[src/rtl/usd_pkg.sv]
// Constants for the UART shadow data port: address map, fields, depths, reset values
package usd_pkg;
   localparam int DATA_W = 8;
   localparam int BUS_W = 32;
   localparam int RX_FIFO_DEPTH = 32;
   localparam int TX_FIFO_DEPTH = 16;

   // Sixteen aliased shadow data words, word 10 sits at the printed address
   localparam logic [31:0] SHADOW_WORD10_ADDR = 32'h5000_1158;
   localparam logic [31:0] SHADOW_INDEX10 = 32'h0000_000A;
   localparam logic [31:0] SHADOW_BASE_ADDR = SHADOW_WORD10_ADDR - (SHADOW_INDEX10 << 2);
   localparam logic [31:0] SHADOW_LAST_ADDR = SHADOW_BASE_ADDR + 32'h0000_003C;
   localparam logic [31:0] CTRL_ADDR = 32'h5000_1170;
   localparam logic [31:0] STAT_ADDR = 32'h5000_1174;
   localparam logic [1:0] WORD_ALIGN = 2'h0;

   // Data-phase target codes
   localparam logic [1:0] SEL_NONE = 2'h0;
   localparam logic [1:0] SEL_SHADOW = 2'h1;
   localparam logic [1:0] SEL_CTRL = 2'h2;
   localparam logic [1:0] SEL_STAT = 2'h3;

   // Control register fields
   localparam int CTRL_FIFO_EN_BIT = 0;
   localparam int CTRL_IR_MODE_BIT = 1;
   // Status register fields
   localparam int STAT_DATA_READY_BIT = 0;
   localparam int STAT_OVERRUN_BIT = 1;
   localparam int STAT_TX_FULL_BIT = 2;
   localparam int STAT_RX_FULL_BIT = 3;
   localparam int STAT_TX_EMPTY_BIT = 5;

   // AHB transfer type and response
   localparam int HTRANS_ACTIVE_BIT = 1;
   localparam logic HRESP_OKAY = 1'b0;

   // Reset values
   localparam logic [BUS_W-1:0] RDATA_RST = 32'h0000_0000;
   localparam logic [DATA_W-1:0] BYTE_RST = 8'h00;
endpackage

[src/rtl/usd_fifo.sv]
// Synchronous FIFO with valid/ready on both sides and a flush
module usd_fifo #(
   parameter int WIDTH = 8,
   parameter int DEPTH = 32
) (
   input wire logic clk_i,
   input wire logic srst_i,
   input wire logic flush_i,
   input wire logic in_valid_i,
   output logic in_ready_o,
   input wire logic [WIDTH-1:0] in_data_i,
   output logic out_valid_o,
   input wire logic out_ready_i,
   output logic [WIDTH-1:0] out_data_o,
   output logic full_o,
   output logic empty_o
);
   localparam int AW = $clog2(DEPTH);

   logic [WIDTH-1:0] mem_r [DEPTH];
   logic [AW:0] wr_ptr_r;
   logic [AW:0] wr_ptr_nxt;
   logic [AW:0] rd_ptr_r;
   logic [AW:0] rd_ptr_nxt;
   logic push;
   logic pop;

   // Pointers carry one wrap bit so full and empty stay distinct
   assign full_o = (wr_ptr_r[AW] != rd_ptr_r[AW]) && (wr_ptr_r[AW-1:0] == rd_ptr_r[AW-1:0]);
   assign empty_o = (wr_ptr_r == rd_ptr_r);
   assign in_ready_o = !full_o;
   assign out_valid_o = !empty_o;
   assign out_data_o = mem_r[rd_ptr_r[AW-1:0]];
   assign push = in_valid_i && !full_o;
   assign pop = out_ready_i && !empty_o;

   always_comb begin
      wr_ptr_nxt = wr_ptr_r;
      rd_ptr_nxt = rd_ptr_r;
      if (flush_i) begin
         wr_ptr_nxt = '0;
         rd_ptr_nxt = '0;
      end else begin
         if (push) begin
            wr_ptr_nxt = wr_ptr_r + (AW+1)'(1);
         end
         if (pop) begin
            rd_ptr_nxt = rd_ptr_r + (AW+1)'(1);
         end
      end
   end

   always_ff @(posedge clk_i) begin
      if (srst_i) begin
         wr_ptr_r <= '0;
         rd_ptr_r <= '0;
      end else begin
         wr_ptr_r <= wr_ptr_nxt;
         rd_ptr_r <= rd_ptr_nxt;
      end
   end

   always_ff @(posedge clk_i) begin
      if (push && !flush_i) begin
         mem_r[wr_ptr_r[AW-1:0]] <= in_data_i;
      end
   end
endmodule

[src/rtl/usd_shadow_data_port.sv]
// UART shadow receive/transmit data port behind an AHB-Lite slave
module usd_shadow_data_port (
   input wire logic clk_i,
   input wire logic srst_i,
   // AHB-Lite slave
   input wire logic hsel_i,
   input wire logic [31:0] haddr_i,
   input wire logic [1:0] htrans_i,
   input wire logic hwrite_i,
   input wire logic [2:0] hsize_i,
   input wire logic [31:0] hwdata_i,
   input wire logic hready_i,
   output logic hreadyout_o,
   output logic hresp_o,
   output logic [31:0] hrdata_o,
   // Received characters from the UART and infrared deserialisers
   input wire logic rx_uart_valid_i,
   input wire logic [7:0] rx_uart_data_i,
   input wire logic rx_ir_valid_i,
   input wire logic [7:0] rx_ir_data_i,
   // Characters to the transmit serialiser
   output logic tx_valid_o,
   output logic [7:0] tx_data_o,
   input wire logic tx_ready_i,
   output logic tx_ir_mode_o,
   // Status flags to the rest of the UART
   output logic rx_data_ready_o,
   output logic tx_holding_empty_o,
   output logic overrun_o,
   output logic fifo_enable_o
);
   localparam int DW = usd_pkg::DATA_W;

   // Bus data phase state
   logic dp_valid_r;
   logic dp_valid_nxt;
   logic dp_write_r;
   logic dp_write_nxt;
   logic [1:0] dp_sel_r;
   logic [1:0] dp_sel_nxt;
   logic [31:0] hrdata_r;
   logic [31:0] hrdata_nxt;

   // Control and line state
   logic fifo_en_r;
   logic fifo_en_nxt;
   logic ir_mode_r;
   logic ir_mode_nxt;
   logic overrun_r;
   logic overrun_nxt;
   logic rx_ready_r;
   logic rx_ready_nxt;
   logic [DW-1:0] rx_buffer_r;
   logic [DW-1:0] rx_buffer_nxt;
   logic tx_hold_empty_r;
   logic tx_hold_empty_nxt;
   logic [DW-1:0] tx_holding_r;
   logic [DW-1:0] tx_holding_nxt;

   // Decode and strobes
   logic take;
   logic [1:0] sel;
   logic rd_shadow;
   logic rd_stat;
   logic wr_shadow;
   logic wr_ctrl;
   logic flush;
   logic rx_in_valid;
   logic [DW-1:0] rx_in_data;
   logic [DW-1:0] rx_head;
   logic data_ready;
   logic tx_empty;

   // FIFO ports
   logic rxf_in_valid;
   logic rxf_in_ready;
   logic rxf_out_valid;
   logic rxf_out_ready;
   logic [DW-1:0] rxf_out_data;
   logic rxf_full;
   logic txf_in_valid;
   logic txf_out_valid;
   logic txf_out_ready;
   logic [DW-1:0] txf_out_data;
   logic txf_full;
   logic txf_empty;

   // Address phase accepted when selected, active and bus ready
   assign take = hsel_i && htrans_i[usd_pkg::HTRANS_ACTIVE_BIT] && hready_i;

   always_comb begin
      sel = usd_pkg::SEL_NONE;
      if (haddr_i[1:0] == usd_pkg::WORD_ALIGN) begin
         if (haddr_i >= usd_pkg::SHADOW_BASE_ADDR && haddr_i <= usd_pkg::SHADOW_LAST_ADDR) begin
            sel = usd_pkg::SEL_SHADOW;
         end else if (haddr_i == usd_pkg::CTRL_ADDR) begin
            sel = usd_pkg::SEL_CTRL;
         end else if (haddr_i == usd_pkg::STAT_ADDR) begin
            sel = usd_pkg::SEL_STAT;
         end
      end
   end

   assign rd_shadow = take && !hwrite_i && (sel == usd_pkg::SEL_SHADOW);
   assign rd_stat = take && !hwrite_i && (sel == usd_pkg::SEL_STAT);
   assign wr_shadow = dp_valid_r && dp_write_r && (dp_sel_r == usd_pkg::SEL_SHADOW);
   assign wr_ctrl = dp_valid_r && dp_write_r && (dp_sel_r == usd_pkg::SEL_CTRL);

   // Changing the FIFO enable empties both FIFOs
   assign flush = wr_ctrl && (hwdata_i[usd_pkg::CTRL_FIFO_EN_BIT] != fifo_en_r);

   // Receive source follows the infrared mode bit
   assign rx_in_valid = ir_mode_r ? rx_ir_valid_i : rx_uart_valid_i;
   assign rx_in_data = ir_mode_r ? rx_ir_data_i : rx_uart_data_i;

   // Reading an empty FIFO returns the stale head byte
   assign rx_head = fifo_en_r ? rxf_out_data : rx_buffer_r;
   assign data_ready = fifo_en_r ? rxf_out_valid : rx_ready_r;
   assign tx_empty = fifo_en_r ? txf_empty : tx_hold_empty_r;

   // Receive FIFO, filled by the deserialiser and drained by shadow reads
   assign rxf_in_valid = fifo_en_r && rx_in_valid && !flush;
   assign rxf_out_ready = fifo_en_r && rd_shadow;

   usd_fifo #(
      .WIDTH(usd_pkg::DATA_W),
      .DEPTH(usd_pkg::RX_FIFO_DEPTH)
   ) u_rx_fifo (
      .clk_i(clk_i),
      .srst_i(srst_i),
      .flush_i(flush),
      .in_valid_i(rxf_in_valid),
      .in_ready_o(rxf_in_ready),
      .in_data_i(rx_in_data),
      .out_valid_o(rxf_out_valid),
      .out_ready_i(rxf_out_ready),
      .out_data_o(rxf_out_data),
      .full_o(rxf_full),
      .empty_o()
   );

   // Transmit FIFO; a full FIFO refuses the byte and it is lost
   assign txf_in_valid = fifo_en_r && wr_shadow && !flush;
   assign txf_out_ready = fifo_en_r && tx_ready_i;

   usd_fifo #(
      .WIDTH(usd_pkg::DATA_W),
      .DEPTH(usd_pkg::TX_FIFO_DEPTH)
   ) u_tx_fifo (
      .clk_i(clk_i),
      .srst_i(srst_i),
      .flush_i(flush),
      .in_valid_i(txf_in_valid),
      .in_ready_o(),
      .in_data_i(hwdata_i[DW-1:0]),
      .out_valid_o(txf_out_valid),
      .out_ready_i(txf_out_ready),
      .out_data_o(txf_out_data),
      .full_o(txf_full),
      .empty_o(txf_empty)
   );

   // Bus phase tracking and read data
   always_comb begin
      dp_valid_nxt = take;
      dp_write_nxt = take && hwrite_i;
      dp_sel_nxt = take ? sel : usd_pkg::SEL_NONE;
      hrdata_nxt = usd_pkg::RDATA_RST;
      if (take && !hwrite_i) begin
         case (sel)
            usd_pkg::SEL_SHADOW: begin
               hrdata_nxt[DW-1:0] = rx_head;
            end
            usd_pkg::SEL_CTRL: begin
               hrdata_nxt[usd_pkg::CTRL_FIFO_EN_BIT] = fifo_en_r;
               hrdata_nxt[usd_pkg::CTRL_IR_MODE_BIT] = ir_mode_r;
            end
            usd_pkg::SEL_STAT: begin
               hrdata_nxt[usd_pkg::STAT_DATA_READY_BIT] = data_ready;
               hrdata_nxt[usd_pkg::STAT_OVERRUN_BIT] = overrun_r;
               hrdata_nxt[usd_pkg::STAT_TX_FULL_BIT] = fifo_en_r && txf_full;
               hrdata_nxt[usd_pkg::STAT_RX_FULL_BIT] = fifo_en_r && rxf_full;
               hrdata_nxt[usd_pkg::STAT_TX_EMPTY_BIT] = tx_empty;
            end
            default: begin
               hrdata_nxt = usd_pkg::RDATA_RST;
            end
         endcase
      end
   end

   always_ff @(posedge clk_i) begin
      if (srst_i) begin
         dp_valid_r <= 1'b0;
         dp_write_r <= 1'b0;
         dp_sel_r <= usd_pkg::SEL_NONE;
         hrdata_r <= usd_pkg::RDATA_RST;
      end else begin
         dp_valid_r <= dp_valid_nxt;
         dp_write_r <= dp_write_nxt;
         dp_sel_r <= dp_sel_nxt;
         hrdata_r <= hrdata_nxt;
      end
   end

   // Control, receive buffer, transmit holding and overrun
   always_comb begin
      fifo_en_nxt = fifo_en_r;
      ir_mode_nxt = ir_mode_r;
      overrun_nxt = overrun_r;
      rx_ready_nxt = rx_ready_r;
      rx_buffer_nxt = rx_buffer_r;
      tx_hold_empty_nxt = tx_hold_empty_r;
      tx_holding_nxt = tx_holding_r;

      if (wr_ctrl) begin
         fifo_en_nxt = hwdata_i[usd_pkg::CTRL_FIFO_EN_BIT];
         ir_mode_nxt = hwdata_i[usd_pkg::CTRL_IR_MODE_BIT];
      end

      // Status read clears overrun; a new overrun below wins
      if (rd_stat) begin
         overrun_nxt = 1'b0;
      end

      if (!fifo_en_r) begin
         if (rd_shadow) begin
            rx_ready_nxt = 1'b0;
         end
         if (rx_in_valid) begin
            if (rx_ready_r && !rd_shadow) begin
               overrun_nxt = 1'b1;
            end
            rx_buffer_nxt = rx_in_data;
            rx_ready_nxt = 1'b1;
         end
         if (tx_ready_i && !tx_hold_empty_r) begin
            tx_hold_empty_nxt = 1'b1;
         end
         if (wr_shadow) begin
            tx_holding_nxt = hwdata_i[DW-1:0];
            tx_hold_empty_nxt = 1'b0;
         end
      end else if (rxf_in_valid && !rxf_in_ready) begin
         overrun_nxt = 1'b1;
      end

      // Leaving or entering FIFO mode starts from empty buffers
      if (flush) begin
         rx_ready_nxt = 1'b0;
         tx_hold_empty_nxt = 1'b1;
      end
   end

   always_ff @(posedge clk_i) begin
      if (srst_i) begin
         fifo_en_r <= 1'b0;
         ir_mode_r <= 1'b0;
         overrun_r <= 1'b0;
         rx_ready_r <= 1'b0;
         rx_buffer_r <= usd_pkg::BYTE_RST;
         tx_hold_empty_r <= 1'b1;
         tx_holding_r <= usd_pkg::BYTE_RST;
      end else begin
         fifo_en_r <= fifo_en_nxt;
         ir_mode_r <= ir_mode_nxt;
         overrun_r <= overrun_nxt;
         rx_ready_r <= rx_ready_nxt;
         rx_buffer_r <= rx_buffer_nxt;
         tx_hold_empty_r <= tx_hold_empty_nxt;
         tx_holding_r <= tx_holding_nxt;
      end
   end

   // Zero wait states, always OKAY
   assign hreadyout_o = 1'b1;
   assign hresp_o = usd_pkg::HRESP_OKAY;
   assign hrdata_o = hrdata_r;

   assign tx_valid_o = fifo_en_r ? txf_out_valid : !tx_hold_empty_r;
   assign tx_data_o = fifo_en_r ? txf_out_data : tx_holding_r;
   assign tx_ir_mode_o = ir_mode_r;
   assign rx_data_ready_o = data_ready;
   assign tx_holding_empty_o = tx_empty;
   assign overrun_o = overrun_r;
   assign fifo_enable_o = fifo_en_r;
endmodule
[config.mk]
export PLATFORM = sky130hd
export DESIGN_NAME = usd_shadow_data_port
export DESIGN_NICKNAME = d
export VERILOG_FILES = /design/src/rtl/usd_pkg.sv /design/src/rtl/usd_fifo.sv /design/src/rtl/usd_shadow_data_port.sv
export SDC_FILE = /design/constraint.sdc
export NUM_CORES = 1
export LEC_CHECK = 0
export BUFFER_PORTS_ARGS = -buffer_cell sky130_fd_sc_hd__buf_2
export CORE_UTILIZATION = 54
export CTS_CLUSTER_DIAMETER = 120
export DETAILED_ROUTE_END_ITERATION = 10
export PLACE_DENSITY_LB_ADDON = 0.2
export SETUP_SLACK_MARGIN = 0.2
export SYNTH_ARGS = -nofsm -noshare
export SYNTH_HDL_FRONTEND = slang
export SYNTH_HIERARCHICAL = 1
export SYNTH_SLANG_ARGS = --single-unit
[constraint.sdc]
create_clock -name clk_i -period 2.7 [get_ports clk_i]
set_input_delay 0.54 -clock clk_i [delete_from_list [all_inputs] [get_ports clk_i]]
set_output_delay 0.54 -clock clk_i [all_outputs]
set_load 0.03 [all_outputs]
==> impl_metrics.json <==
{
  "p_per_area_nw_per_um2": 631,
  "core_area_sq_um": 33600,
  "synthCells": 998,
  "overflow": 0,
  "mappedNetlistArea_sq_um": 18500,
  "die_area_sq_um": 35000,
  "reg2reg_to": "hrdata_o[2]",
  "setup_viol": 8,
  "fp.dieH_um": 187,
  "crit_end": "tx_data_o[1]",
  "fin_crit_sh_pct": 118,
  "cap_violations": 0,
  "grt_pass1_wl_um": 61900,
  "h-tree-depth": 2,
  "track_usage_pct": 24.1,
  "wl_per_cell_um": 24.6,
  "cp.arrival_ns": 2.64,
  "hold_path_class": "input pin to register",
  "utilization_pct": 65.9,
  "finalHoldViolCount": 0,
  "maxSlewViolCount": 0,
  "first_iter_violations": 830,
  "outcome": "finished, violations left",
  "yosys_warnings": 6,
  "slew_headroom_pct": 46.1,
  "die_width_um": 187,
  "cp-start-kind": "register",
  "total_power_mw": 14.0,
  "synthToLayoutAreaGrowth_pct": 20.0,
  "avgSynthCellArea_sq_um": 18.5,
  "crit_path_end_kind": "output port",
  "clockRootBuffer": "clkbuf_16",
  "first_pass_iters": 5,
  "cp_max_fo": 5,
  "final_cells": 1693,
  "nNetsFinal": 1309,
  "cpPeakStageDelay_ns": 0.51,
  "num_rows": 67,
  "worstSetupPathDepth": 6,
  "cts.sinks": 448,
  "dp.final_hpwl_um": 25300,
  "p_leak_nw": 7.34,
  "cts_tree": "built",
  "required_ns": 2.16,
  "cts_buffer_depth": 3,
  "fillCellCount": 2261,
  "critPathBufInv": 3,
  "routed_wl_um": 41600,
  "period_minus_slack_ns": 3.18,
  "layout-drive-gt1-share_pct": 38.8,
  "drc_errors": 0,
  "io_buffers": 86,
  "rrSetupSlack_ns": 0.10,
  "ir_drop_uv": 476,
  "r2r_cells": 8,
  "dp_cells": 1578,
  "numCtsBuffers": 46,
  "critical-path-top-delay-family": "multiplexers",
  "initial_core_util_pct": 55.0,
  "place.gp.congestion": 0.852,
  "violations": "negative setup slack",
  "fmax_mhz": 314,
  "grt_pass1_vias": 10092,
  "critPathKind": "register to output port",
  "vias_per_cell": 5.92,
  "worstSkewPairLatency_ns": 0.56,
  "grt_max_degree": 34,
  "fin_skew_ns": 0.0167,
  "pin_count": 141,
  "setup_slack_ns": -0.484,
  "worst_slew_pin_slew_ns": 0.809,
  "cpMaxStageDelayCell": "mux4_2",
  "antenna_found_initial": 1,
  "rsz0062_at_grt": "yes",
  "vias": 10022,
  "place_ws_ns": 0.0609,
  "crit_chain": "buf_12 > buf_16 > mux4_2 > mux4_2 > mux2_4 > buf_6",
  "clk_pin_slew_ns": 0.06,
  "crit_path_frequent_cell": "mux4_2",
  "postRouteAntennaNets": 0
}
[registers in the layout, summed over array words and instances (netlist names), 2 cells and up, named ones only]
name and cells:
tx_holding_r 8, u_tx_fifo/wr_ptr_r 5, u_rx_fifo/wr_ptr_r 6, dp_sel_r 2, u_rx_fifo/rd_ptr_r 6, u_tx_fifo/mem_r 128, u_tx_fifo/rd_ptr_r 5, u_rx_fifo/mem_r 256
rx_buffer_r 8, hrdata_o 8
[worst min path at each step]
stage / startpoint / endpoint / slack (ns) / cells after the start
after floorplan: rx_buffer_r[2] / rx_buffer_r[2] / 0.46 / 2
after global placement: rx_buffer_r[3] / rx_buffer_r[3] / 0.47 / 2
after detailed placement: tx_holding_r[4] / tx_holding_r[4] / 0.48 / 2
after CTS: hwrite_i / dp_write_r / 0.26 / 2
after global routing: hwrite_i / dp_write_r / 0.28 / 2
final: hwrite_i / dp_write_r / 0.28 / 2
[stage by stage]
| stage | hold WS [ns] | cell area, sq um | setup TNS (ns) |
|---|---|---|---|
| floorplan | 0.456 | 18600 | 0 |
| global placement | 0.468 | 19900 | 0 |
| detailed placement | 0.481 | 19900 | 0 |
| CTS | 0.263 | 22000 | -3.80 |
| global route | 0.280 | 22200 | -4.10 |
| finish | 0.282 | 22200 | -3.70 |
[metal layers]
metal / share of wire (%) / vias to the layer above / GRT usage, %
met3: 8.5 / 63 / 5.33
li1: - / 4391 / -
met1: 43 / 5157 / 35.2
met2: 47 / 411 / 37.1
met5: 0 / - / 0
met4: 1.9 / 0 / 6.24
[power breakdown]
part | internal (mW) | switching [mW]
clock network | 3.67 | 2.53
registers | 7.50 | 0.00667
logic | 0.0730 | 0.210
total | 11.2 | 2.75
[what timing repair did]
action	CTS	global route
gates cloned	6	0
buffers inserted	16	6
endpoints found under the setup margin	19	19
hold buffers	0	0
gates resized for setup	117	32
pin swaps	9	4
[worst reg2reg max path: stages, from the launching register on]
cell	delay, ns
dfxtp_4	0.42
buf_6	0.13
buf_12	0.12
mux4_2	0.56
mux4_2	0.56
mux2_4	0.30
mux2_4	0.27
nand3_2	0.08
a21oi_2	0.05
[cell usage in the layout (no fill, tap or decap), types with 26 or more instances in the layout]
cell type and instances:
buf_2 75, buf_4 96, clkbuf_16 47, conb_1 26, dfxtp_1 44, edfxtp_1 384, mux2i_1 32, mux4_2 117
nand2_1 31, nor2_1 59
[final cells by class]
| cell class | count | area (sq um) | share of cell area, % |
|---|---|---|---|
| Antenna cell | 1 | 2.50 | 0.0113 |
| Clock buffer | 57 | 1210 | 5.47 |
| Clock inverter | 29 | 279 | 1.26 |
| Inverter | 12 | 45.0 | 0.203 |
| Multi-Input combinational cell | 487 | 5440 | 24.6 |
| Sequential cell | 448 | 12900 | 58.0 |
| Tap cell | 448 | 561 | 2.53 |
| Timing Repair Buffer | 211 | 1760 | 7.94 |
No activity file was read; power rests on OpenSTA's default activity.
